### src/verilog/pfer_pkg.sv
// Summary of operation
// (RL1) 3-bit energy window length field, resets to 2, sets accumulator window.
// (RL2) energy present flag when accumulator exceeds detect threshold, resets to 2.
// (RL3) energy absent flag when accumulator below loss threshold, resets to 1.
// (RL4) port mirroring enable bit 0, resets to 0, 1 enables.
// (RL5) rx fifo threshold: two low bits here reset 2, top bit adjacent register.
// (RL6) receive path defaults to recovered-clock mode after reset.
// (RL7) software may lower rx threshold from 2 to 1 to cut latency.
// (RL8) tx fifo threshold: two low bits here reset 2, top bit adjacent bit 2.
// (RL9) tx skew select 0 skews tx clock, 1 aligns; resets to 0.
// (RL10) rx skew select 0 skews rx clock, 1 aligns; resets to 0.
// (RL11) software keeps unused bit 7 of rgmii control at 1 on writes.
// (RL12) energy-lost criterion applies only when criteria select bit 0 set.
// (RL13) reserved bits read zero and ignore writes.
package pfer_pkg;
	// register word addresses (index) of the printed map
	localparam logic [7:0] PFER_IDX_THR = 8'h2E;
	localparam logic [7:0] PFER_IDX_CRIT = 8'h2D;
	localparam logic [7:0] PFER_IDX_MIR = 8'h31;
	localparam logic [7:0] PFER_IDX_RGM = 8'h32;
	localparam logic [7:0] PFER_IDX_RGM2 = 8'h33;
	localparam logic [7:0] PFER_IDX_ACC = 8'h40;
	localparam logic [7:0] PFER_IDX_ISTS = 8'h41;
	localparam logic [7:0] PFER_IDX_ICLR = 8'h42;
	localparam logic [7:0] PFER_IDX_IEN = 8'h44;
	// field positions
	localparam int PFER_WIN_LSB = 8;
	localparam int PFER_DET_LSB = 4;
	localparam int PFER_LOSS_LSB = 0;
	localparam int PFER_RXT_LSB = 5;
	localparam int PFER_TXT_LSB = 3;
	localparam int PFER_RGM2_RXT_BIT = 0;
	localparam int PFER_RGM2_TXT_BIT = 2;
	// reset values and writable masks
	localparam logic [15:0] PFER_THR_RST = 16'h0221;
	localparam logic [15:0] PFER_THR_MASK = 16'h0777;
	localparam logic [15:0] PFER_CRIT_RST = 16'h0000;
	localparam logic [15:0] PFER_CRIT_MASK = 16'h001F;
	localparam logic [15:0] PFER_MIR_RST = 16'h0000;
	localparam logic [15:0] PFER_MIR_MASK = 16'h0001;
	localparam logic [15:0] PFER_RGM_RST = 16'h00D0;
	localparam logic [15:0] PFER_RGM_MASK = 16'h00FF;
	localparam logic [15:0] PFER_RGM2_RST = 16'h0000;
	localparam logic [15:0] PFER_RGM2_MASK = 16'h001F;
	localparam logic [3:0] PFER_IRQ_MASK = 4'hF;
	// interrupt bit positions
	localparam int PFER_IRQ_PRESENT = 0;
	localparam int PFER_IRQ_ABSENT = 1;
	localparam int PFER_IRQ_DROP = 2;
	localparam int PFER_IRQ_LINKCLK = 3;
endpackage : pfer_pkg

### src/verilog/pfer_energy_acc.sv
`timescale 1ns/10ps
// energy accumulator: counts sampled energy over a window of 2^(len+1) link clock edges
module pfer_energy_acc
	import pfer_pkg::*;
(
	// clock and reset
	input wire logic I_SYS_CLK,
	input wire logic I_SYS_RST,
	// control
	input wire logic i_edge,
	input wire logic i_energy,
	input wire logic [2:0] i_window_len,
	// result
	output logic o_done,
	output logic [2:0] o_value
);
	typedef struct packed {
		logic [8:0] win_cnt;
		logic [8:0] acc;
		logic done;
		logic [2:0] value;
	} pfer_acc_t;
	pfer_acc_t st;
	pfer_acc_t next_st;
	logic [8:0] win_last;
	logic [11:0] scaled;

	// window end and scaled result; value is the fraction of the window in eighths
	// a full window scales to eight, which three bits cannot hold, so it saturates
	always_comb begin
		win_last = 9'((9'h002 << i_window_len) - 9'h001); // RL1
		scaled = ((st.acc + 9'(i_energy)) * 12'h008) >> (4'(i_window_len) + 4'h1); // RL1
		next_st = st;
		next_st.done = 1'b0;
		if (i_edge) begin
			if (st.win_cnt >= win_last) begin
				next_st.win_cnt = 9'h000;
				next_st.acc = 9'h000;
				next_st.done = 1'b1;
				next_st.value = (scaled > 12'h007) ? 3'h7 : scaled[2:0]; // RL1
			end else begin
				next_st.win_cnt = st.win_cnt + 9'h001;
				next_st.acc = st.acc + 9'(i_energy);
			end
		end
	end

	always_ff @(posedge I_SYS_CLK) begin
		if (I_SYS_RST) st <= '0;
		else st <= next_st;
	end

	assign o_done = st.done;
	assign o_value = st.value;
endmodule : pfer_energy_acc

### src/verilog/pfer_top.sv
`timescale 1ns/10ps
module pfer_top
	import pfer_pkg::*;
(
	// clock and reset
	input wire logic I_SYS_CLK,
	input wire logic I_SYS_RST,
	// apb slave
	input wire logic I_PSEL,
	input wire logic I_PENABLE,
	input wire logic I_PWRITE,
	input wire logic [11:0] I_PADDR,
	input wire logic [31:0] I_PWDATA,
	output logic [31:0] O_PRDATA,
	output logic O_PREADY,
	output logic O_PSLVERR,
	// link side inputs
	input wire logic I_LINK_CLK,
	input wire logic I_ENERGY,
	// status and controls to the datapath
	output logic O_ENERGY_PRESENT,
	output logic O_ENERGY_ABSENT,
	output logic O_FAST_LINK_DROP,
	output logic O_PORT_MIRROR_EN,
	output logic [2:0] O_RX_FIFO_FILL_THRESHOLD,
	output logic [2:0] O_TX_FIFO_FILL_THRESHOLD,
	output logic O_TX_CLK_SKEW,
	output logic O_RX_CLK_SKEW,
	output logic O_RX_RECOVERED_MODE,
	output logic O_IRQ
);
	typedef struct packed {
		logic [1:0] lclk_sync;
		logic [1:0] en_sync;
		logic lclk_prev;
		logic [15:0] thr;
		logic [15:0] crit;
		logic [15:0] mir;
		logic [15:0] rgm;
		logic [15:0] rgm2;
		logic [3:0] ists;
		logic [3:0] ien;
		logic present;
		logic absent;
		logic drop;
		logic [2:0] acc_val;
		logic [31:0] prdata;
		logic pready;
		logic pslverr;
		logic irq;
		logic tx_skew;
		logic rx_skew;
		logic rx_recov;
	} pfer_top_t;
	pfer_top_t st;
	pfer_top_t next_st;

	logic link_edge;
	logic acc_done;
	logic [2:0] acc_value;
	logic [9:0] word_idx;
	logic access;
	logic commit;
	logic mapped;
	logic [15:0] rd_word;
	logic [3:0] events;
	logic [2:0] win_len;

	// link clock is an outside pin: the second flop and its delayed copy feed the edge finder
	assign link_edge = st.lclk_sync[1] & ~st.lclk_prev;
	assign win_len = st.thr[PFER_WIN_LSB +: 3];

	pfer_energy_acc u_acc (
		.I_SYS_CLK(I_SYS_CLK),
		.I_SYS_RST(I_SYS_RST),
		.i_edge(link_edge),
		.i_energy(st.en_sync[1]),
		.i_window_len(win_len),
		.o_done(acc_done),
		.o_value(acc_value)
	);

	// byte address to word index; all ten upper address bits are decoded, so nothing aliases
	assign word_idx = I_PADDR[11:2];
	assign access = I_PSEL & I_PENABLE & ~st.pready;
	// completing edge: ready already high and the request still held
	assign commit = I_PSEL & I_PENABLE & st.pready;
	assign mapped = (I_PADDR[1:0] == 2'h0) &&
		(word_idx == 10'(PFER_IDX_THR) || word_idx == 10'(PFER_IDX_CRIT) ||
		word_idx == 10'(PFER_IDX_MIR) || word_idx == 10'(PFER_IDX_RGM) ||
		word_idx == 10'(PFER_IDX_RGM2) || word_idx == 10'(PFER_IDX_ACC) ||
		word_idx == 10'(PFER_IDX_ISTS) || word_idx == 10'(PFER_IDX_ICLR) ||
		word_idx == 10'(PFER_IDX_IEN));

	// read mux; reserved bits were never stored so they read zero
	always_comb begin
		rd_word = 16'h0000;
		if (word_idx == 10'(PFER_IDX_THR)) rd_word = st.thr;
		else if (word_idx == 10'(PFER_IDX_CRIT)) rd_word = st.crit;
		else if (word_idx == 10'(PFER_IDX_MIR)) rd_word = st.mir;
		else if (word_idx == 10'(PFER_IDX_RGM)) rd_word = st.rgm;
		else if (word_idx == 10'(PFER_IDX_RGM2)) rd_word = st.rgm2;
		else if (word_idx == 10'(PFER_IDX_ACC)) rd_word = {13'h0, st.acc_val};
		else if (word_idx == 10'(PFER_IDX_ISTS)) rd_word = {12'h000, st.ists};
		else if (word_idx == 10'(PFER_IDX_IEN)) rd_word = {12'h000, st.ien};
	end

	// event sources for the sticky status register
	assign events = {link_edge & ~st.lclk_prev,
		acc_done & (acc_value < st.thr[PFER_LOSS_LSB +: 3]) & st.crit[0],
		acc_done & (acc_value < st.thr[PFER_LOSS_LSB +: 3]) & ~st.absent,
		acc_done & (acc_value > st.thr[PFER_DET_LSB +: 3]) & ~st.present};

	always_comb begin
		next_st = st;
		next_st.lclk_sync = {st.lclk_sync[0], I_LINK_CLK};
		next_st.en_sync = {st.en_sync[0], I_ENERGY};
		next_st.lclk_prev = st.lclk_sync[1];
		// ready pulses one edge into the access phase; the write lands only at the
		// edge that sees ready, so an abandoned request never changes a register
		next_st.pready = access;
		next_st.pslverr = access & ~mapped;
		next_st.prdata = 32'h0000_0000;
		if (access && !I_PWRITE && mapped) next_st.prdata = {16'h0000, rd_word};
		// writes; masks keep reserved bits at zero
		if (commit && I_PWRITE && mapped) begin
			unique case (1'b1)
				word_idx == 10'(PFER_IDX_THR):
					next_st.thr = I_PWDATA[15:0] & PFER_THR_MASK; // RL13
				word_idx == 10'(PFER_IDX_CRIT):
					next_st.crit = I_PWDATA[15:0] & PFER_CRIT_MASK;
				word_idx == 10'(PFER_IDX_MIR):
					next_st.mir = I_PWDATA[15:0] & PFER_MIR_MASK; // RL4
				word_idx == 10'(PFER_IDX_RGM):
					next_st.rgm = I_PWDATA[15:0] & PFER_RGM_MASK; // RL11
				word_idx == 10'(PFER_IDX_RGM2):
					next_st.rgm2 = I_PWDATA[15:0] & PFER_RGM2_MASK;
				word_idx == 10'(PFER_IDX_IEN):
					next_st.ien = I_PWDATA[3:0] & PFER_IRQ_MASK;
				default: begin
				end
			endcase
		end
		// clear by write-one, then set; a same-cycle event wins
		if (commit && I_PWRITE && mapped && word_idx == 10'(PFER_IDX_ICLR))
			next_st.ists = st.ists & ~I_PWDATA[3:0];
		next_st.ists = next_st.ists | events;
		// energy verdict updates once per window
		if (acc_done) begin
			next_st.acc_val = acc_value;
			next_st.present = acc_value > st.thr[PFER_DET_LSB +: 3]; // RL2
			next_st.absent = acc_value < st.thr[PFER_LOSS_LSB +: 3]; // RL3
			next_st.drop = st.crit[0] & (acc_value < st.thr[PFER_LOSS_LSB +: 3]); // RL12
		end
		if (!st.crit[0]) next_st.drop = 1'b0; // RL12
		// skew and mode pins follow the next register image, so no cycle of lag
		next_st.tx_skew = ~next_st.rgm[1]; // RL9
		next_st.rx_skew = ~next_st.rgm[0]; // RL10
		next_st.rx_recov = ~next_st.rgm2[4]; // RL6
		next_st.irq = |(next_st.ists & next_st.ien);
	end

	// reset values of all stored state
	always_ff @(posedge I_SYS_CLK) begin
		if (I_SYS_RST) begin
			st <= '0;
			st.thr <= PFER_THR_RST; // RL1
			st.crit <= PFER_CRIT_RST;
			st.mir <= PFER_MIR_RST; // RL4
			st.rgm <= PFER_RGM_RST; // RL5
			st.rgm2 <= PFER_RGM2_RST; // RL6
			st.tx_skew <= ~PFER_RGM_RST[1]; // RL9
			st.rx_skew <= ~PFER_RGM_RST[0]; // RL10
			st.rx_recov <= ~PFER_RGM2_RST[4]; // RL6
		end else begin
			st <= next_st;
		end
	end

	// outputs straight from state flops
	assign O_PRDATA = st.prdata;
	assign O_PREADY = st.pready;
	assign O_PSLVERR = st.pslverr;
	assign O_ENERGY_PRESENT = st.present;
	assign O_ENERGY_ABSENT = st.absent;
	assign O_FAST_LINK_DROP = st.drop;
	assign O_PORT_MIRROR_EN = st.mir[0];
	assign O_RX_FIFO_FILL_THRESHOLD = {st.rgm2[PFER_RGM2_RXT_BIT], st.rgm[PFER_RXT_LSB +: 2]}; // RL5
	assign O_TX_FIFO_FILL_THRESHOLD = {st.rgm2[PFER_RGM2_TXT_BIT], st.rgm[PFER_TXT_LSB +: 2]}; // RL8
	assign O_TX_CLK_SKEW = st.tx_skew; // RL9
	assign O_RX_CLK_SKEW = st.rx_skew; // RL10
	// recovered mode is the reset default; its own selector lives elsewhere
	assign O_RX_RECOVERED_MODE = st.rx_recov; // RL6
	assign O_IRQ = st.irq;
endmodule : pfer_top

### config.mk
export PLATFORM = sky130hd
export DESIGN_NAME = pfer_top
export DESIGN_NICKNAME = d
export VERILOG_FILES = /design/src/verilog/pfer_pkg.sv /design/src/verilog/pfer_energy_acc.sv /design/src/verilog/pfer_top.sv
export SDC_FILE = /design/constraint.sdc
export NUM_CORES = 1
export LEC_CHECK = 0
export BUFFER_PORTS_ARGS = -buffer_cell sky130_fd_sc_hd__clkbuf_2
export CORE_AREA = 8 8 119 121
export CTS_BUF_LIST = sky130_fd_sc_hd__clkbuf_16
export DETAILED_ROUTE_END_ITERATION = 7
export DIE_AREA = 0 0 127 129
export PLACE_DENSITY = 0.74
export SYNTH_ARGS = -nofsm -noshare
export SYNTH_HDL_FRONTEND = slang
export SYNTH_SLANG_ARGS = --single-unit
### constraint.sdc
create_clock -name I_SYS_CLK -period 3.5 [get_ports I_SYS_CLK]
set_clock_uncertainty 0.15 [all_clocks]
set_input_delay 0.35 -clock I_SYS_CLK [delete_from_list [all_inputs] [get_ports I_SYS_CLK]]
set_output_delay 0.35 -clock I_SYS_CLK [all_outputs]
set_load 0.01 [all_outputs]
==> impl_metrics.json, run 1 <==
{
  "path_max_fanout": 8,
  "ctsResizeCount": 0,
  "chipHeight_um": 129,
  "hold_path_class": "in -> reg",
  "r2r_slack_ns": 0.23,
  "numCtsBuffers": 9,
  "r2r-start": "st[124]",
  "numClockSinks": 86,
  "cts_tree": "yes",
  "final_common_cell": "dfxtp_1",
  "hold_viol": 0,
  "first_iter_violations": 361,
  "synth_seq_cells": 86,
  "grt_pass1_wl_mm": 18.9,
  "layout_min_cycle_time_ns": 3.27,
  "max_slew_margin_pct": 41.6,
  "yosysWarnings": 0,
  "synth_area_um2": 4800,
  "crit_arrival_ns": 3.35,
  "syn_area_per_cell_um2": 8.32,
  "cp-end-kind": "flop",
  "post_cts_buffers": 0,
  "clk_latency_ns": 0.34,
  "rsz0062_at_grt": "no",
  "finalPower_w": 0.00210,
  "reg2reg_to": "u_acc.o_value[0]",
  "finalMaxSlewViolations": 0,
  "die_w_um": 127,
  "drt_wl_total_mm": 11.4,
  "ys_types": 63,
  "fmax_ghz": 0.306,
  "vias": 4167,
  "diodes": 0,
  "rows": 41,
  "dp_hpwl_mm": 8.43,
  "io_pins": 99,
  "r2r_cells": 13,
  "grt_overflow": 0,
  "path_clk_slew_ns": 0.07,
  "dr.pass1.iters": 5,
  "synth-edff-count": 0,
  "grt_pass1_vias": 3951,
  "worstMarginPinSlew_ns": 0.870,
  "required_ns": 3.58,
  "synthCells": 577,
  "leakage_nw": 2.10,
  "area_growth_pct": 10.6,
  "cts_hold_buf": 0,
  "worstHoldEndpoint": "next_st[136]",
  "h-tree-depth": 3,
  "grt_start_max_net_pins": 66,
  "drive_gt1_share_pct": 16.8,
  "dieArea_um2": 16400,
  "final_cell_mix": "86 x dfxtp_1, 56 x clkbuf_2, 54 x a21oi_1",
  "path_class": "reg -> reg",
  "hp-start": "I_LINK_CLK",
  "power_density_nw_per_um2": 396,
  "antenna_found_initial": 0,
  "hold_depth": 2,
  "cts_buffer_depth": 2,
  "gp_congestion": 0.933,
  "nNetsFinal": 670,
  "async_flop_share_pct": 0,
  "status": "finished, final reports clean",
  "ir_drop_mv": 0.259,
  "post-route-period-util_pct": 93.3,
  "setup_viol": 0,
  "ant_nets": 0,
  "crit_path_start_kind": "flop",
  "cts-root-buf": "clkbuf_16",
  "routedWlPerCell_um": 15.1,
  "fin_tns_setup_ns": 0,
  "yosysSeqAreaShare_pct": 35.9,
  "fp.coreArea_um2": 12300,
  "drcViolationCount": 0,
  "port_buffers": 56,
  "ys.flop_type": "dfxtp_1",
  "grt.total_usage_pct": 13.9,
  "maxCapViolations": 0,
  "viasPerCell": 5.50,
  "initial_core_util_pct": 39.0
}
==> critical path: stages, from the launching register on <==
cell      delay (ns)
dfxtp_1         0.36
inv_1           0.23
nand2_1         0.12
ha_1            0.29
nor3_1          0.17
a21oi_1         0.06
o21a_1          0.18
ha_1            0.27
nor3_1          0.05
nor2_1          0.16
a31oi_1         0.13
nor4_1          0.56
o211ai_1        0.20
o21a_1          0.22
==> power breakdown <==
| group | internal (W) | switching (W) |
|---|---|---|
| sequential | 0.000983 | 0.00000371 |
| clock | 0.000628 | 0.000393 |
| combinational | 0.0000291 | 0.0000639 |
| total | 0.00164 | 0.000461 |
==> sequential cells by signal, summed over array words and instances (netlist names), 3 cells and up <==
| name | cells |
|---|---|
| O_PRDATA | 11 |
| O_RX_FIFO_FILL_THRESHOLD | 3 |
| O_TX_FIFO_FILL_THRESHOLD | 3 |
| next_st | 3 |
| st | 34 |
| u_acc.o_value | 3 |
| u_acc.st | 18 |
==> synthesized netlist by cell type (4+ instances only) <==
master | n | area (µm²)
nand3b_1 | 10 | 75.1
xor2_1 | 8 | 70.1
clkbuf_1 | 25 | 93.8
nand2b_1 | 7 | 43.8
a22oi_1 | 4 | 30.0
and2_1 | 5 | 31.3
nand3_1 | 34 | 170
nand4_1 | 6 | 37.5
mux2_2 | 4 | 45.0
or3_1 | 5 | 31.3
a31oi_1 | 6 | 37.5
nor3_1 | 12 | 60.1
a211oi_1 | 6 | 45.0
nand2_1 | 44 | 165
ha_1 | 17 | 213
o211ai_1 | 4 | 30.0
buf_4 | 40 | 300
mux2i_1 | 19 | 190
a21oi_1 | 54 | 270
nor2b_1 | 14 | 87.6
o21a_1 | 4 | 30.0
o21ai_0 | 13 | 65.1
a311oi_1 | 5 | 43.8
dfxtp_1 | 86 | 1720
nor2_1 | 48 | 180
and3_1 | 12 | 75.1
inv_1 | 16 | 60.1
a21o_1 | 5 | 37.5
a21boi_0 | 4 | 30.0
==> metrics by stage <==
stage / util [%] / hold WS, ns / setup slack (ns) / instance area, µm² / cells
5_1_grt: 43.1 / 0.0795 / 0.0142 / 5310 / 757
3_5_place_dp: 40.5 / 0.276 / 0.257 / 4990 / 741
2_1_floorplan: - / 0.260 / 0.113 / 4870 / 597
4_1_cts: 43.1 / 0.0676 / 0.246 / 5310 / 757
6_report: 43.1 / 0.0712 / 0.234 / 5310 / 757
3_3_place_gp: 40.5 / 0.269 / 0.504 / 4990 / 741
==> routing by layer <==
layer  vias to the layer above  GRT usage (%)  part of all wire [%]
met1                      1936           16.8                    42
met3                        17           3.52                   9.0
met4                         0           7.14                   2.3
met5                         -              0                     0
li1                       2049              -                     -
met2                       165           22.6                    47
==> how the worst max path moves through the flow <==
stage / from / end / slack [ns] / cells past startpoint
global placement: st[124] / u_acc.o_value[0] / 0.50 / 13
finish: st[124] / u_acc.o_value[0] / 0.23 / 13
detailed placement: st[124] / u_acc.o_value[0] / 0.26 / 13
floorplan: st[124] / u_acc.st[7] / 0.11 / 16
CTS: st[124] / u_acc.o_value[0] / 0.25 / 13
global route: st[124] / u_acc.st[7] / 0.01 / 13
==> final cells by class <==
class	count	area [µm²]
Tap cell	150	188
Fill cell	1173	7000
Sequential cell	86	1720
Clock inverter	7	97.6
Timing Repair Buffer	66	355
Clock buffer	9	225
Multi-Input combinational cell	423	2660
Inverter	16	60.1
==> cells by family (layout without fill, tap and decap cells) <==
group                    count (synthesis)  in the layout  synth area share, %
buffers and inverters                   88             98                 10.4
XOR/XNOR                                11             11                 2.01
adder cells (fa/ha/maj)                 17             17                 4.43
multiplexers                            23             23                 4.90
flip-flops                              86             86                 35.9
other                                    2             22                0.156
AO/OA/AOI/OAI                          135            135                 18.8
AND/OR/NAND/NOR                        215            215                 23.4
Power figures use the tool's default switching activity.
==> inputs of run 2 (changes only) <==
- CORE_AREA: 8 8 119 121 -> 8 8 121 123
- DIE_AREA: 0 0 127 129 -> 0 0 129 131
- PLACE_DENSITY: 0.74 -> 0.73
- SLEW_MARGIN: default -> 30
- SYNTH_HIERARCHICAL: default -> 1
==> run 2 against run 1 <==
- die area increased by 3.1%
- maximum frequency increased by 3.0%
- critical endpoint is now u_acc/o_value[2]
- clock-buffer cell count unchanged
==> impl_metrics.json, run 2 <==
{
  "async_flop_share_pct": 0,
  "cts-root-buf": "clkbuf_16",
  "fillers": 1285,
  "vias": 4056,
  "hold_ws_ns": 0.0674,
  "reg2reg_to": "u_acc/o_value[2]",
  "ctsResizeCount": 0,
  "rows": 42,
  "antenna_found_initial": 0,
  "drive_gt1_share_pct": 19.7,
  "path_max_fanout": 7,
  "crit_arrival_ns": 3.26,
  "clk_latency_ns": 0.34,
  "grt_pass1_vias": 3793,
  "path_clk_slew_ns": 0.06,
  "power_density_nw_per_um2": 370,
  "r2r_slack_ns": 0.33,
  "p_sw_share_pct": 23.0,
  "p_sw_w": 0.000469,
  "rsz0062_at_grt": "no",
  "gp_congestion": 0.843,
  "cts_buffer_depth": 2,
  "seq_power_share_pct": 48.4,
  "h-tree-depth": 3,
  "post-route-util_pct": 42.8,
  "pre_cts_slack_ns": 0.342,
  "routedWlPerCell_um": 14.5,
  "io_pins": 99,
  "numClockSinks": 86,
  "post_cts_buffers": 0,
  "first_iter_violations": 355,
  "path_class": "reg -> reg",
  "worstHoldEndpoint": "next_st[134]",
  "area_growth_pct": 10.8,
  "cpMaxStageDelayCell": "a221o_1",
  "diodes": 0,
  "ys_types": 82,
  "fp.coreArea_um2": 12900,
  "grt_pass1_wl_mm": 18.9,
  "timing.final.ws_setup_ns": 0.328,
  "max_slew_margin_pct": 54.4,
  "synth_area_um2": 4970,
  "drt_wl_total_mm": 11.5,
  "fmax_ghz": 0.315,
  "worstMarginPinSlew_ns": 0.667,
  "regMostFlops": "st",
  "cp_cell_sequence": "inv_1 > nand2_1 > ha_1 > nor3_1 > a21oi_1 > o22a_1 > ha_1 > a211oi_1 > o21ai_0 > a221o_1 > and2_4 > and3_1 > a311oi_1",
  "ys_top_cells_by_count": "86 x dfxtp_1, 63 x nor2_1, 44 x buf_4, 44 x nand2_1",
  "fin_tns_setup_ns": 0,
  "layout_min_cycle_time_ns": 3.17,
  "largest_reg_flops": 34,
  "viasPerCell": 5.11,
  "drcViolationCount": 0,
  "hp-start": "I_ENERGY",
  "ir_drop_mv": 0.261,
  "yosysWarnings": 6,
  "synthCells": 581,
  "final_cell_mix": "86 x dfxtp_1, 63 x nor2_1, 56 x clkbuf_2",
  "required_ns": 3.59,
  "cpMostUsedCell": "ha_1",
  "yosys-top-cells-area": "dfxtp_1 35%, buf_4 6.6%, mux2i_1 4.8%, nor2_1 4.8%, ha_1 4.5%",
  "ys.flop_type": "dfxtp_1",
  "maxCapViolations": 0,
  "netlist.area_leader.share_pct": 34.6,
  "yosysSeqAreaShare_pct": 34.6,
  "dr.pass1.iters": 5,
  "initial_core_util_pct": 38.6,
  "yosysMostFrequentCell": "dfxtp_1",
  "hold_viol": 0,
  "r2r-start": "st[124]",
  "grt_overflow": 0,
  "chipHeight_um": 131,
  "leakage_nw": 2.20,
  "hold_depth": 2,
  "port_buffers": 56,
  "ant_nets": 0,
  "cts_tree": "yes",
  "synth_seq_cells": 86,
  "crit_path_max_incr_delay_ns": 0.38,
  "status": "finished, final reports clean",
  "final_common_cell": "dfxtp_1",
  "crit_path_start_kind": "flop",
  "cp-end-kind": "flop",
  "numCtsBuffers": 9,
  "dp_hpwl_mm": 8.55,
  "post-route-period-util_pct": 90.6,
  "hold_path_class": "in -> reg",
  "startpoint": "st[124]",
  "grt_start_max_net_pins": 58,
  "cts_hold_buf": 0,
  "r2r_cells": 13,
  "nNetsFinal": 683,
  "clkPwrFrac_pct": 46.7,
  "p_int_w": 0.00157,
  "synth_top_area_cell": "dfxtp_1",
  "combPwrFrac_pct": 4.9,
  "finalPower_w": 0.00204,
  "finalMaxSlewViolations": 0,
  "dieArea_um2": 16900,
  "syn_area_per_cell_um2": 8.55,
  "setup_viol": 0,
  "grt.total_usage_pct": 14.0,
  "die_w_um": 129,
  "synth-edff-count": 0
}
==> run 2: cell count changes in the layout (fill, tap and decap cells not counted), moves of 4 or more <==
cell      delta
and3_1       -6
a22oi_1      +8
nand3_1     -17
inv_1        +9
o21ai_0      +6
a21oi_1     -28
nor2_1      +15
or2_2        +6
buf_4        +6
nand3b_1     -6
mux2i_1      +5
or3_1        -4
nor2b_1      -5
==> run 2: logic make-up (layout without fill, tap and decap cells) <==
group / Yosys count / in the layout / share of synthesized area, %
AND/OR/NAND/NOR: 220 / 220 / 24.0
AO/OA/AOI/OAI: 112 / 112 / 15.8
buffers and inverters: 96 / 113 / 11.2
flip-flops: 86 / 86 / 34.6
multiplexers: 30 / 30 / 6.42
adder cells (fa/ha/maj): 20 / 20 / 4.93
XOR/XNOR: 15 / 15 / 2.95
other: 2 / 22 / 0.151
==> run 2: area by class of cell <==
cell class / count / area, µm² / share of cell area, %
multi-input cells: 419 / 2770 / 50.3
flip-flops and latches: 86 / 1720 / 31.3
repair buffers: 72 / 400 / 7.27
clock buffers: 9 / 225 / 4.09
well taps: 176 / 220 / 4.00
inverters: 26 / 97.6 / 1.77
clock inverters: 6 / 71.3 / 1.30
==> run 2: critical path, delay by kind of cell (launching register included) <==
kind | cells | cell delay (ns)
AOI/OAI and AO/OA | 6 | 1.26
adders and majority gates | 2 | 0.46
buffers and inverters | 1 | 0.19
DFF | 1 | 0.37
and+or+nand+nor | 4 | 0.63
==> run 2: power by group through the flow <==
stage | sequential (W) | clock (W) | combinational (W)
floorplan | 0.00101 | 0 | 0.0000767
finish | 0.000986 | 0.000952 | 0.000101
global route | 0.000986 | 0.00103 | 0.000112
CTS | 0.000986 | 0.000979 | 0.0000996
detailed placement | 0.00101 | 0 | 0.0000994
global placement | 0.00101 | 0 | 0.0000986
==> run 2: worst max-delay path by stage <==
stage,end,slack (ns)
2_1_floorplan,u_acc/st[15],0.19
3_3_place_gp,u_acc/o_value[2],0.41
3_5_place_dp,u_acc/o_value[2],0.34
4_1_cts,u_acc/o_value[2],0.32
5_1_grt,u_acc/st[7],0.01
6_report,u_acc/o_value[2],0.33
==> run 2: layer usage <==
layer	share of wire, %	GRT usage [%]	vias up
met4	1.5	4.56	0
met3	6.2	3.61	15
met1	44	16.8	1873
li1	-	-	2062
met5	0	0	-
met2	49	23.9	106
==> run 2: metrics by stage <==
step                instances  area (µm²)
floorplan                 601        5040
global placement          779        5210
detailed placement        779        5210
CTS                       794        5510
global route              794        5510
finish                    794        5510
